--- src/inc/sadc_pkg.sv ---
// constants and types for the eight-channel converter control block
package sadc_pkg;

    ////////////////////////////////////////////////////////////////////////
    // widths
    localparam int SADC_CHANNELS = 8;
    localparam int SADC_ADDR_W = 3;
    localparam int SADC_DATA_W = 8;
    localparam int SADC_CNT_W = 5;
    localparam int SADC_BIT_W = 3;

    ////////////////////////////////////////////////////////////////////////
    // sequence lengths in conversion clock periods
    localparam int SADC_SAMPLE_CLKS = 32;
    localparam int SADC_BIT_CLKS = 4;
    localparam int SADC_ABORT_WINDOW_CLKS = 64;
    localparam logic [SADC_CNT_W-1:0] SADC_SAMPLE_LAST =
        SADC_CNT_W'(SADC_SAMPLE_CLKS - 1);
    localparam logic [SADC_CNT_W-1:0] SADC_BIT_LAST =
        SADC_CNT_W'(SADC_BIT_CLKS - 1);
    localparam logic [SADC_CNT_W-1:0] SADC_CNT_RST = 5'h00;

    ////////////////////////////////////////////////////////////////////////
    // done response bound: eight periods plus a fixed time
    localparam int SADC_CLK_PERIOD_NS = 5;
    localparam int SADC_EOC_BASE_CLKS = 8;
    localparam int SADC_EOC_EXTRA_NS = 2000;
    localparam int SADC_EOC_MAX_CLKS =
        SADC_EOC_BASE_CLKS + SADC_EOC_EXTRA_NS / SADC_CLK_PERIOD_NS;

    ////////////////////////////////////////////////////////////////////////
    // values after reset and trial weights
    localparam logic [SADC_DATA_W-1:0] SADC_RESULT_RST = 8'h00;
    localparam logic [SADC_DATA_W-1:0] SADC_MSB_WEIGHT = 8'h80;
    localparam logic [SADC_CHANNELS-1:0] SADC_CHAN_RST = 8'h01;
    localparam logic [SADC_CHANNELS-1:0] SADC_CHAN_ONE = 8'h01;
    localparam logic [SADC_BIT_W-1:0] SADC_MSB_IDX = 3'h7;
    localparam logic [SADC_BIT_W-1:0] SADC_LSB_IDX = 3'h0;
    localparam logic [SADC_BIT_W-1:0] SADC_BIT_STEP = 3'h1;
    localparam logic [SADC_CNT_W-1:0] SADC_CNT_STEP = 5'h01;

    ////////////////////////////////////////////////////////////////////////
    // sequencer states
    typedef enum logic [1:0] {
        SADC_IDLE = 2'b00,
        SADC_SAMPLE = 2'b01,
        SADC_TRIAL = 2'b10
    } sadc_state_t;

endpackage

--- src/hw/sadc_ctrl.sv ---
// control and sequencing of the eight-channel converter
`timescale 1ns/1ps

module sadc_ctrl
    import sadc_pkg::*;
(
    input wire logic clk,
    input wire logic rst_b,
    input wire logic [SADC_ADDR_W-1:0] addr,
    input wire logic addr_strobe,
    input wire logic conv_start,
    input wire logic out_en,
    input wire logic cmp_above,
    output logic [SADC_CHANNELS-1:0] chan_sel,
    output logic sample_sw,
    output logic [SADC_DATA_W-1:0] bit_trial_register,
    output logic [SADC_DATA_W-1:0] data_out,
    output logic data_oe,
    output logic conv_done
);

    ////////////////////////////////////////////////////////////////////////
    // pin synchronisers
    logic [SADC_ADDR_W-1:0] addr_s1_q;
    logic [SADC_ADDR_W-1:0] addr_s2_q;
    logic strobe_s1_q;
    logic strobe_s2_q;
    logic strobe_s3_q;
    logic start_s1_q;
    logic start_s2_q;
    logic start_s3_q;
    logic oe_s1_q;
    logic oe_s2_q;

    // address pins, two stages, qualified later by the strobe edge
    always_ff @(posedge clk or negedge rst_b) begin
        if (!rst_b) begin
            addr_s1_q <= 3'h0;
            addr_s2_q <= 3'h0;
        end else begin
            addr_s1_q <= addr;
            addr_s2_q <= addr_s1_q;
        end
    end

    // strobe pin, two stages against metastability
    always_ff @(posedge clk or negedge rst_b) begin
        if (!rst_b) begin
            strobe_s1_q <= 1'b0;
            strobe_s2_q <= 1'b0;
        end else begin
            strobe_s1_q <= addr_strobe;
            strobe_s2_q <= strobe_s1_q;
        end
    end

    // strobe history, fed only from the settled stage
    always_ff @(posedge clk or negedge rst_b) begin
        if (!rst_b) begin
            strobe_s3_q <= 1'b0;
        end else begin
            strobe_s3_q <= strobe_s2_q;
        end
    end

    // start pin, two stages; a fed-back done arrives here too
    always_ff @(posedge clk or negedge rst_b) begin
        if (!rst_b) begin
            start_s1_q <= 1'b0;
            start_s2_q <= 1'b0;
        end else begin
            start_s1_q <= conv_start;
            start_s2_q <= start_s1_q;
        end
    end

    // start history for the edge detector
    always_ff @(posedge clk or negedge rst_b) begin
        if (!rst_b) begin
            start_s3_q <= 1'b0;
        end else begin
            start_s3_q <= start_s2_q;
        end
    end

    // output enable pin, two stages
    always_ff @(posedge clk or negedge rst_b) begin
        if (!rst_b) begin
            oe_s1_q <= 1'b0;
            oe_s2_q <= 1'b0;
        end else begin
            oe_s1_q <= out_en;
            oe_s2_q <= oe_s1_q;
        end
    end

    ////////////////////////////////////////////////////////////////////////
    // edge decode
    // rising edges seen on the settled stages only
    wire strobe_rise = strobe_s2_q & ~strobe_s3_q;
    // a start edge restarts from any state, fed-back done included
    wire start_rise = start_s2_q & ~start_s3_q;

    ////////////////////////////////////////////////////////////////////////
    // channel selection
    logic [SADC_CHANNELS-1:0] chan_sel_q;
    // straight binary decode, all-low is channel 0
    wire [SADC_CHANNELS-1:0] chan_dec = SADC_CHAN_ONE << addr_s2_q;
    // new selection only on a strobe edge
    wire [SADC_CHANNELS-1:0] chan_sel_d =
        strobe_rise ? chan_dec : chan_sel_q;

    // one-hot switch drive, exactly one channel on
    always_ff @(posedge clk or negedge rst_b) begin
        if (!rst_b) begin
            chan_sel_q <= SADC_CHAN_RST;
        end else begin
            chan_sel_q <= chan_sel_d;
        end
    end

    ////////////////////////////////////////////////////////////////////////
    // sequencer
    // phase, clock count and bit index
    sadc_state_t state_q;
    sadc_state_t state_d;
    logic [SADC_CNT_W-1:0] cnt_q;
    logic [SADC_BIT_W-1:0] bit_q;

    wire in_sample = (state_q == SADC_SAMPLE);
    wire in_trial = (state_q == SADC_TRIAL);

    // last clock of each phase and of the whole conversion
    wire sample_end = in_sample && (cnt_q == SADC_SAMPLE_LAST);
    wire bit_end = in_trial && (cnt_q == SADC_BIT_LAST);
    wire last_bit = (bit_q == SADC_LSB_IDX);
    wire conv_end = bit_end && last_bit;

    // start wins over every other step
    always_comb begin
        state_d = state_q;
        if (start_rise) begin
            state_d = SADC_SAMPLE;
        end else begin
            unique case (state_q)
                SADC_IDLE: begin
                    state_d = SADC_IDLE;
                end
                SADC_SAMPLE: begin
                    if (sample_end) begin
                        state_d = SADC_TRIAL;
                    end
                end
                SADC_TRIAL: begin
                    if (conv_end) begin
                        state_d = SADC_IDLE;
                    end
                end
                default: begin
                    state_d = SADC_IDLE;
                end
            endcase
        end
    end

    // counter restarts at each phase or bit boundary
    wire cnt_clear =
        start_rise | sample_end | bit_end | ~(in_sample | in_trial);
    wire [SADC_CNT_W-1:0] cnt_d =
        cnt_clear ? SADC_CNT_RST : cnt_q + SADC_CNT_STEP;

    // bit index walks msb to lsb, a restart reloads the msb
    wire [SADC_BIT_W-1:0] bit_d =
        start_rise ? SADC_MSB_IDX :
        bit_end ? bit_q - SADC_BIT_STEP : bit_q;

    // phase register, idle until the first start after reset
    always_ff @(posedge clk or negedge rst_b) begin
        if (!rst_b) begin
            state_q <= SADC_IDLE;
        end else begin
            state_q <= state_d;
        end
    end

    // clocks spent in the current phase or bit period
    always_ff @(posedge clk or negedge rst_b) begin
        if (!rst_b) begin
            cnt_q <= SADC_CNT_RST;
        end else begin
            cnt_q <= cnt_d;
        end
    end

    // index of the bit under trial
    always_ff @(posedge clk or negedge rst_b) begin
        if (!rst_b) begin
            bit_q <= SADC_MSB_IDX;
        end else begin
            bit_q <= bit_d;
        end
    end

    ////////////////////////////////////////////////////////////////////////
    // bit trials
    logic [SADC_DATA_W-1:0] trial_q;
    // weight of the bit under trial, 128 first
    wire [SADC_BIT_W-1:0] bit_q_inv = SADC_MSB_IDX - bit_q;
    wire [SADC_DATA_W-1:0] weight = SADC_MSB_WEIGHT >> bit_q_inv;
    wire [SADC_DATA_W-1:0] next_weight = weight >> 1;
    // keep the weight when the node sits above trip point
    wire [SADC_DATA_W-1:0] decided =
        cmp_above ? trial_q : (trial_q & ~weight);
    wire [SADC_DATA_W-1:0] trial_d =
        start_rise ? SADC_RESULT_RST :
        sample_end ? SADC_MSB_WEIGHT :
        conv_end ? decided :
        bit_end ? (decided | next_weight) : trial_q;

    // trial pattern to the capacitor array
    always_ff @(posedge clk or negedge rst_b) begin
        if (!rst_b) begin
            trial_q <= SADC_RESULT_RST;
        end else begin
            trial_q <= trial_d;
        end
    end

    ////////////////////////////////////////////////////////////////////////
    // sample switches and output latch
    logic sample_q;
    logic [SADC_DATA_W-1:0] data_q;
    logic done_q;
    logic oe_q;
    // start clears latch, finished conversion loads it
    wire [SADC_DATA_W-1:0] data_d =
        start_rise ? SADC_RESULT_RST :
        conv_end ? decided : data_q;

    // done drops on a start and rises with the latched result
    wire done_d = start_rise ? 1'b0 : (conv_end ? 1'b1 : done_q);

    // sampling switches closed for the whole sampling phase
    always_ff @(posedge clk or negedge rst_b) begin
        if (!rst_b) begin
            sample_q <= 1'b0;
        end else begin
            sample_q <= (state_d == SADC_SAMPLE);
        end
    end

    // result latch, steady until the next start
    always_ff @(posedge clk or negedge rst_b) begin
        if (!rst_b) begin
            data_q <= SADC_RESULT_RST;
        end else begin
            data_q <= data_d;
        end
    end

    // done flag, a start wins over a finishing conversion
    always_ff @(posedge clk or negedge rst_b) begin
        if (!rst_b) begin
            done_q <= 1'b0;
        end else begin
            done_q <= done_d;
        end
    end

    // output enable, one stage behind the synchroniser
    always_ff @(posedge clk or negedge rst_b) begin
        if (!rst_b) begin
            oe_q <= 1'b0;
        end else begin
            oe_q <= oe_s2_q;
        end
    end

    ////////////////////////////////////////////////////////////////////////
    // outputs straight from flip-flops
    assign chan_sel = chan_sel_q;
    assign sample_sw = sample_q;
    assign bit_trial_register = trial_q;
    assign data_out = data_q;
    assign data_oe = oe_q;
    assign conv_done = done_q;

endmodule

--- config.mk ---
export PLATFORM = sky130hd
export DESIGN_NAME = sadc_ctrl
export DESIGN_NICKNAME = d
export VERILOG_FILES = /design/src/inc/sadc_pkg.sv /design/src/hw/sadc_ctrl.sv
export SDC_FILE = /design/constraint.sdc
export NUM_CORES = 1
export LEC_CHECK = 0
export BUFFER_PORTS_ARGS = -buffer_cell sky130_fd_sc_hd__clkbuf_2
export CAP_MARGIN = 5
export CELL_PAD_IN_SITES_DETAIL_PLACEMENT = 0
export CELL_PAD_IN_SITES_GLOBAL_PLACEMENT = 1
export CORE_MARGIN = 8
export CORE_UTILIZATION = 25
export DETAILED_ROUTE_END_ITERATION = 6
export PLACE_DENSITY_LB_ADDON = 0.08
export SETUP_SLACK_MARGIN = 0.15
export SKIP_CTS_REPAIR_TIMING = 1
export SLEW_MARGIN = 10
export SYNTH_ARGS = -nofsm -noshare
export SYNTH_HDL_FRONTEND = slang
export SYNTH_SLANG_ARGS = --single-unit
export TNS_END_PERCENT = 30
--- constraint.sdc ---
create_clock -name clk -period 3.3 [get_ports clk]
set_input_delay 0.33 -clock clk [delete_from_list [all_inputs] [get_ports clk]]
set_output_delay 0.33 -clock clk [all_outputs]
set_load 0.05 [all_outputs]
==> impl_metrics.json, run 1 <==
{
  "status": "finished clean",
  "dr_total_vias": 1467,
  "mostFrequentLayoutCell": "dfrtp_1",
  "cts_buffer_depth": 2,
  "drc": 0,
  "hold_class": "input port to async pin",
  "avgSynthCellArea_um2": 11.8,
  "dp_hpwl_mm": 3.67,
  "dieArea_um2": 11500,
  "numCtsBuffers": 5,
  "synth_seq_cells": 51,
  "powerDensity_nw_per_um2": 450,
  "critical_path_class": "flip-flop to flip-flop",
  "clock.fmax_mhz": 498,
  "syn_to_final_growth_pct": 19.4,
  "yosysTopAreaCell": "dfrtp_1",
  "max-vdd-ir-drop_mv": 0.175,
  "synth_area_um2": 2090,
  "yosysWarningCount": 0,
  "slew_headroom_pct": 45.8,
  "cap_viol_max_count": 0,
  "worstMarginPinSlew_ns": 0.813,
  "finalMaxSlewViolations": 0,
  "htree_levels": 2,
  "preCtsSetupSlack_ns": 1.32,
  "clock-sinks": 51,
  "fp.dieW_um": 107,
  "wl_met2_mm": 2.32,
  "routed_wl_mm": 4.93,
  "synthCells": 177,
  "drt_iter0_markers": 64,
  "io_pins": 36,
  "ant_nets": 0,
  "wl_met3_um": 202,
  "grt_pass1_vias": 1580,
  "fin_tns_setup_ns": 0,
  "fin_nets": 236,
  "rows": 33,
  "hold_viol_final": 0,
  "power_leakage_nw": 1.17,
  "met1_length_mm": 2.34,
  "layout_common_cells": "dfrtp_1, clkbuf_2, nand2_1",
  "clock_latency_ns": 0.31,
  "grt_overflow": 0,
  "viasPerCell": 4.53,
  "grt_antenna_before_repair": 0,
  "n_antenna_cell": 0,
  "synthesis.nets": 195,
  "place_congestion": 0.744,
  "cts-root-buf": "clkbuf_8",
  "grt_max_degree": 34,
  "synth.top_cell.area_share_pct": 56.3,
  "placedCellCount": 316,
  "fin_skew_ns": 0.00646,
  "total_power_w": 0.00112,
  "startpoint_type": "flip-flop",
  "synth_top_cells_by_area": "dfrtp_1, ha_1, dfstp_2, nand2_1, a21oi_1",
  "grt_pass1_wl_mm": 8.36,
  "fin_cells": 324,
  "rsz0062_at_grt": "no",
  "cts_tree": "done",
  "fp.dieH_um": 107,
  "start_util_pct": 25.5,
  "firstDrtPassIters": 4,
  "path_clk_slew_ns": 0.10,
  "worstPathMaxFanout": 5,
  "synth_cell_types": 42,
  "finalCritPeriodShare_pct": 60.8,
  "route.detailed.wl_per_inst_um": 15.2,
  "setup_viol_count_final": 0,
  "period_minus_slack_ns": 2.01,
  "fin_hold_ws_ns": 0.0950,
  "synth_seq_area_share_pct": 61.4,
  "critPathCaptureType": "flip-flop",
  "setup_ws_ns": 1.29,
  "core_um2": 8180,
  "cp_data_arrival_time_ns": 2.26,
  "drive_gt1_share_pct": 26.9,
  "cp.required_ns": 3.55,
  "fillers": 866,
  "grt_use_total_pct": 9.21,
  "port_buffers": 35,
  "top_layer_used": "met4"
}
[final cells by class]
cell class / instances / area, um^2 / area share (%)
tap: 105 / 131 / 5.27
clock buffer: 5 / 68.8 / 2.76
timing repair buffer: 37 / 190 / 7.63
sequential: 51 / 1280 / 51.4
multi-input combinational: 114 / 761 / 30.5
inverter: 9 / 33.8 / 1.35
clock inverter: 3 / 27.5 / 1.10
[sequential cells by signal, indices dropped and copies added, names as in the netlist, 2 cells and up]
| register | count |
|---|---|
| bit_trial_register | 8 |
| bit_q | 3 |
| state_q | 2 |
| addr_s1_q | 3 |
| chan_sel | 8 |
| addr_s2_q | 3 |
| cnt_q | 5 |
| data_out | 8 |
[report_power, final]
group,switching [W],internal (W)
Combinational,0.0000641,0.0000205
Sequential,0.0000114,0.000644
Clock,0.000226,0.000157
Total,0.000301,0.000822
[final timing paths]
| check | start | end | slack [ns] | depth (start not counted) |
|---|---|---|---|---|
| max | cnt_q[0] | bit_trial_register[6] | 1.29 | 7 |
| min | rst_b | oe_s1_q | 0.09 | 1 |
| max reg2reg | cnt_q[0] | bit_trial_register[6] | 1.29 | 7 |
| min reg2reg | start_s1_q | start_s2_q | 0.36 | 0 |
| max in group asynchronous | rst_b | bit_trial_register[3] | 2.42 | 2 |
| min in group clk | out_en | oe_s1_q | 0.12 | 1 |
[metal layers]
layer / vias up / global-route usage (%)
li1: 704 / -
met1: 733 / 12.1
met2: 24 / 14.4
met3: 6 / 2.40
met4: 0 / 2.87
met5: - / 0
[cells in the mapped netlist (all sizes together)]
library cell	instances
xnor2	3
o211ai	3
nand2	29
dfrtp	47
nor4b	2
o21ai	4
nand2b	2
xor2	1
or4	1
and3	2
o22ai	1
o41ai	2
ha	9
or3	1
o311ai	1
o21a	1
a311oi	1
nor3b	1
nor4bb	1
and2	3
or2	1
a21oi	10
clkbuf	2
nand3b	2
a31oi	1
nand3	5
and3b	1
o31ai	2
buf	1
a32o	4
a211oi	2
inv	9
a22o	4
nor2b	2
dfstp	4
nor2	8
nor3	4
[kinds of logic after synthesis]
logic type | after synthesis | share of synthesized area (%)
and+or+nand+nor | 65 | 17.0
DFF | 51 | 61.4
AOI/OAI and AO/OA | 36 | 12.4
buffers and inverters | 12 | 2.22
adders and majority gates | 9 | 5.39
xor gates and xnor gates | 4 | 1.68
[worst max-delay path, stage by stage (launching register included)]
cell and delay [ns]:
dfrtp_1 0.41, ha_1 0.25, and3_1 0.20, ha_1 0.23
nand2_1 0.12, nand2_1 0.13, nor3_1 0.42, a32o_1 0.20
[per-stage QoR]
| stage | util, % | area, um^2 |
|---|---|---|
| 3_3_place_gp | 29.3 | 2400 |
| 2_1_floorplan | - | 2090 |
| 3_5_place_dp | 29.3 | 2400 |
| 4_1_cts | 30.5 | 2490 |
| 6_report | 30.5 | 2490 |
| 5_1_grt | 30.5 | 2490 |
(Power assumes the default switching activity.)
==> run 2: changes to the inputs <==
==> constraint.sdc (replaced) <==
create_clock -name clk -period 2.1 [get_ports clk]
set_input_delay 0.21 -clock clk [delete_from_list [all_inputs] [get_ports clk]]
set_output_delay 0.21 -clock clk [all_outputs]
set_load 0.05 [all_outputs]
==> run 2 against run 1 <==
Effect of this change: power rose by 66%; via count rose by 2.7%; sequential power rose by 57%; critical endpoint is now bit_trial_register[1].
==> impl_metrics.json, run 2 (synthesized netlist as in run 1, its figures left out) <==
{
  "grt_max_degree": 30,
  "drc": 0,
  "slew_headroom_pct": 62.0,
  "cts-root-buf": "clkbuf_8",
  "cp_common_cell": "nand2_2",
  "cp.required_ns": 2.33,
  "seq_area_um2": 1280,
  "fin_tns_setup_ns": 0,
  "cap_viol_max_count": 0,
  "hold_viol_final": 0,
  "reg2reg_depth": 7,
  "slowest_stage": "or4_4",
  "r2r-end": "bit_trial_register[1]",
  "powerDensity_nw_per_um2": 708,
  "worstPathMaxFanout": 5,
  "firstDrtPassIters": 4,
  "grt_pass1_vias": 1571,
  "layout_common_cells": "dfrtp_1, clkbuf_2, nand2_1",
  "hold_end": "bit_trial_register[6]",
  "route.detailed.wl_per_inst_um": 14.6,
  "grt_overflow": 0,
  "preCtsSetupSlack_ns": 0.0995,
  "rows": 33,
  "core_um2": 8180,
  "fin_skew_ns": 0.0137,
  "start_util_pct": 25.5,
  "numCtsBuffers": 5,
  "fillers": 833,
  "cpPeakStageDelay_ns": 0.44,
  "port_buffers": 35,
  "grt_use_total_pct": 9.10,
  "cts_buffer_depth": 2,
  "power_leakage_nw": 1.23,
  "period_minus_slack_ns": 1.83,
  "fp.dieW_um": 107,
  "routed_wl_mm": 4.88,
  "path_clk_slew_ns": 0.09,
  "startpoint_type": "flip-flop",
  "hold_path_depth": 4,
  "fp.dieH_um": 107,
  "drive_gt1_share_pct": 28.8,
  "htree_levels": 2,
  "setup_viol_count_final": 0,
  "fin_cells": 334,
  "rrSetupSlack_ns": 0.27,
  "dp_hpwl_mm": 3.71,
  "multiInputGateArea_um2": 782,
  "n_antenna_cell": 0,
  "cts_tree": "done",
  "placedCellCount": 319,
  "grt_antenna_before_repair": 0,
  "finalCritPeriodShare_pct": 87.0,
  "clock.fmax_mhz": 547,
  "dr_total_vias": 1507,
  "syn_to_final_growth_pct": 26.2,
  "finalMaxSlewViolations": 0,
  "dieArea_um2": 11500,
  "fin_hold_ws_ns": 0.351,
  "grt_pass1_wl_mm": 8.21,
  "max-vdd-ir-drop_mv": 0.238,
  "ant_nets": 0,
  "clock_latency_ns": 0.30,
  "drt_iter0_markers": 67,
  "fin_nets": 246,
  "cp_data_arrival_time_ns": 2.06,
  "holdCritStartpoint": "cmp_above",
  "hold_class": "input port to flip-flop",
  "critical_path_class": "flip-flop to flip-flop",
  "rsz0062_at_grt": "yes",
  "worstReg2RegStart": "cnt_q[0]",
  "critPathCaptureType": "flip-flop",
  "status": "finished clean",
  "clock-sinks": 51,
  "io_pins": 36,
  "mostFrequentLayoutCell": "dfrtp_1",
  "worstMarginPinSlew_ns": 0.571,
  "setup_ws_ns": 0.273,
  "total_power_w": 0.00186,
  "place_congestion": 0.792,
  "crit_chain": "ha_4 -> and3_1 -> ha_2 -> nand2_2 -> nand2_2 -> or4_4 -> o22ai_2",
  "viasPerCell": 4.51
}
[run 2: changes by cell type in the layout (fill, tap and decap cells not counted), sizes merged]
cell         delta
clkinvlp        -1
inv             -1
bufinv          +1
dlygate4sd3     +7
buf             +3
clkbuf          +1
[run 2: report_power, final]
part           total [W]  switching, W  internal (W)
Clock           0.000683      0.000323      0.000360
Sequential       0.00103     0.0000185       0.00101
Combinational   0.000151      0.000105     0.0000457
Total            0.00186      0.000446       0.00142
[run 2: how the worst max path moves through the flow]
stage	depth (start not counted)	to	from
final	7	bit_trial_register[1]	cnt_q[0]
after global routing	6	sample_sw	bit_q[0]
after CTS	7	bit_trial_register[1]	cnt_q[0]
after detailed placement	7	bit_trial_register[1]	cnt_q[0]
after global placement	7	bit_trial_register[1]	cnt_q[0]
after floorplan	7	bit_trial_register[1]	cnt_q[0]
[run 2: per-stage QoR]
step | area, um^2 | utilization (%)
after floorplan | 2090 | -
after detailed placement | 2430 | 29.8
after global placement | 2430 | 29.8
after CTS | 2540 | 31.1
final | 2640 | 32.2
after global routing | 2640 | 32.2
[run 2: area by class of cell]
type / instances / area share, %
multi-input cells: 114 / 29.7
clock buffers: 6 / 2.75
repair buffers: 47 / 11.2
well taps: 105 / 4.99
flip-flops and latches: 51 / 48.6
clock inverters: 2 / 1.47
inverters: 9 / 1.28
[run 2: routing by layer]
| layer | wire [um] | global-route usage, % |
|---|---|---|
| met3 | 213 | 2.81 |
| met5 | 0 | 0 |
| met4 | 46 | 2.97 |
| met1 | 2250 | 11.3 |
| met2 | 2370 | 14.6 |
[run 2: critical path: cells and delay by family, from the launching register on]
kind	cells	cell delay [ns]
simple gates	4	0.80
flops	1	0.43
fa+ha+maj	2	0.39
compound gates	1	0.15
==> run 3: changes to the inputs <==
--- a/config.mk
+++ b/config.mk
@@ -12,7 +12,7 @@
 export CORE_MARGIN = 8
 export CORE_UTILIZATION = 25
 export DETAILED_ROUTE_END_ITERATION = 6
-export PLACE_DENSITY_LB_ADDON = 0.08
+export PLACE_DENSITY = 0.49
 export SETUP_SLACK_MARGIN = 0.15
 export SKIP_CTS_REPAIR_TIMING = 1
 export SLEW_MARGIN = 10
==> run 3 against run 2 <==
Effect of this change: the run now ends with hold timing left; via count decreased by 2.7%; flip-flop and latch count unchanged; maximum frequency shrank 3.9%; register-to-register slack got worse by 0.07 ns; sequential power is essentially flat; clock power increased by 2%; clock-buffer cell count unchanged; cell count is 0.60% lower; cell area down 1.3%; critical endpoint unchanged.
==> impl_metrics.json, run 3 (synthesized netlist as in run 1, its figures left out) <==
{
  "status": "finished, violations left",
  "violations": "hold timing",
  "dp_hpwl_mm": 3.33,
  "grt_overflow": 0,
  "mostFrequentLayoutCell": "dfrtp_1",
  "fp.dieH_um": 107,
  "htree_levels": 2,
  "grt_pass1_vias": 1506,
  "core_um2": 8180,
  "startpoint_type": "flip-flop",
  "use_met1_pct": 10.5,
  "drive_gt1_share_pct": 29.1,
  "clock_latency_ns": 0.30,
  "routed_wl_mm": 4.65,
  "powerDensity_nw_per_um2": 719,
  "rows": 33,
  "setup_viol_count_final": 0,
  "layout_common_cells": "dfrtp_1, clkbuf_2, nand2_1",
  "fillers": 872,
  "finalCritPeriodShare_pct": 90.6,
  "fp.dieW_um": 107,
  "cts_buffer_depth": 2,
  "cp.required_ns": 2.33,
  "met3_usage_pct": 2.93,
  "path_clk_slew_ns": 0.10,
  "clock.fmax_mhz": 526,
  "max-vdd-ir-drop_mv": 0.256,
  "fin_hold_ws_ns": -0.00470,
  "drc": 0,
  "cp_data_arrival_time_ns": 2.13,
  "dieArea_um2": 11500,
  "grt-busiest-layer": "met2",
  "syn_to_final_growth_pct": 24.5,
  "fin_nets": 244,
  "numCtsBuffers": 5,
  "rsz0062_at_grt": "yes",
  "port_buffers": 35,
  "hold_viol_final": 2,
  "clock-sinks": 51,
  "critical_path_class": "flip-flop to flip-flop",
  "grt_pass1_wl_mm": 7.70,
  "n_antenna_cell": 0,
  "period_minus_slack_ns": 1.90,
  "finalMaxSlewViolations": 0,
  "cap_viol_max_count": 0,
  "fin_tns_setup_ns": 0,
  "cts_tree": "done",
  "worstPathMaxFanout": 5,
  "grt_antenna_before_repair": 0,
  "place_congestion": 0.749,
  "route.detailed.wl_per_inst_um": 14.0,
  "critPathCaptureType": "flip-flop",
  "firstDrtPassIters": 4,
  "cts-root-buf": "clkbuf_8",
  "dr_total_vias": 1466,
  "start_util_pct": 25.5,
  "ant_nets": 0,
  "drt_iter0_markers": 63,
  "grt_use_total_pct": 8.51,
  "fin_skew_ns": 0.00602,
  "worstMarginPinSlew_ns": 0.654,
  "io_pins": 36,
  "reg2reg_depth": 7,
  "slew_headroom_pct": 56.4,
  "viasPerCell": 4.42,
  "met2_usage_pct": 13.2,
  "grt_max_degree": 52,
  "hold_class": "input port to async pin",
  "power_leakage_nw": 1.22
}
## run 3: final cells by class
class	count	area [um^2]	area share, %
Sequential cell	51	1280	49.3
Multi-Input combinational cell	114	777	29.9
Timing Repair Buffer	45	265	10.2
Tap cell	105	131	5.05
Clock buffer	6	72.6	2.79
Clock inverter	2	38.8	1.49
Inverter	9	33.8	1.30
## run 3: routing by layer
layer	share of wire (%)	routed length, um	vias up
li1	-	-	715
met1	47	2200	719
met2	46	2150	22
met3	4.8	222	10
met4	1.8	82	0
met5	0	0	-
## run 3: path summary, 6_finish.rpt
| kind | start | to | slack [ns] |
|---|---|---|---|
| hold / removal | rst_b | oe_s1_q | -0.005 |
| max in group asynchronous | rst_b | bit_trial_register[0] | 1.65 |
| setup reg to reg | cnt_q[0] | bit_trial_register[1] | 0.20 |
| hold reg to reg | oe_s1_q | oe_s2_q | 0.36 |
| setup / recovery | cnt_q[0] | bit_trial_register[1] | 0.20 |
| min in group clk | cmp_above | bit_trial_register[6] | 0.35 |
## run 3: report_power, final
part	internal, W	switching [W]
clock	0.000361	0.000336
combinational	0.0000410	0.000102
sequential	0.00101	0.0000160
## run 3: critical path, cell delays in order (launching register included)
cell,delay (ns)
dfrtp_1,0.40
ha_1,0.26
and3_1,0.21
ha_2,0.20
nand2_2,0.10
nand2_2,0.09
or4_4,0.44
o22ai_2,0.14
## run 3: per-stage QoR
step           util [%]  setup WS (ns)  power, W  instance area [um^2]  std cells
2_1_floorplan         -          0.266   0.00113                  2090        177
3_3_place_gp       29.5          0.176   0.00119                  2410        318
3_5_place_dp       29.5          0.108   0.00119                  2410        318
4_1_cts            30.9         0.0942   0.00190                  2520        326
5_1_grt            31.8          0.135   0.00195                  2600        332
6_report           31.8          0.198   0.00187                  2600        332
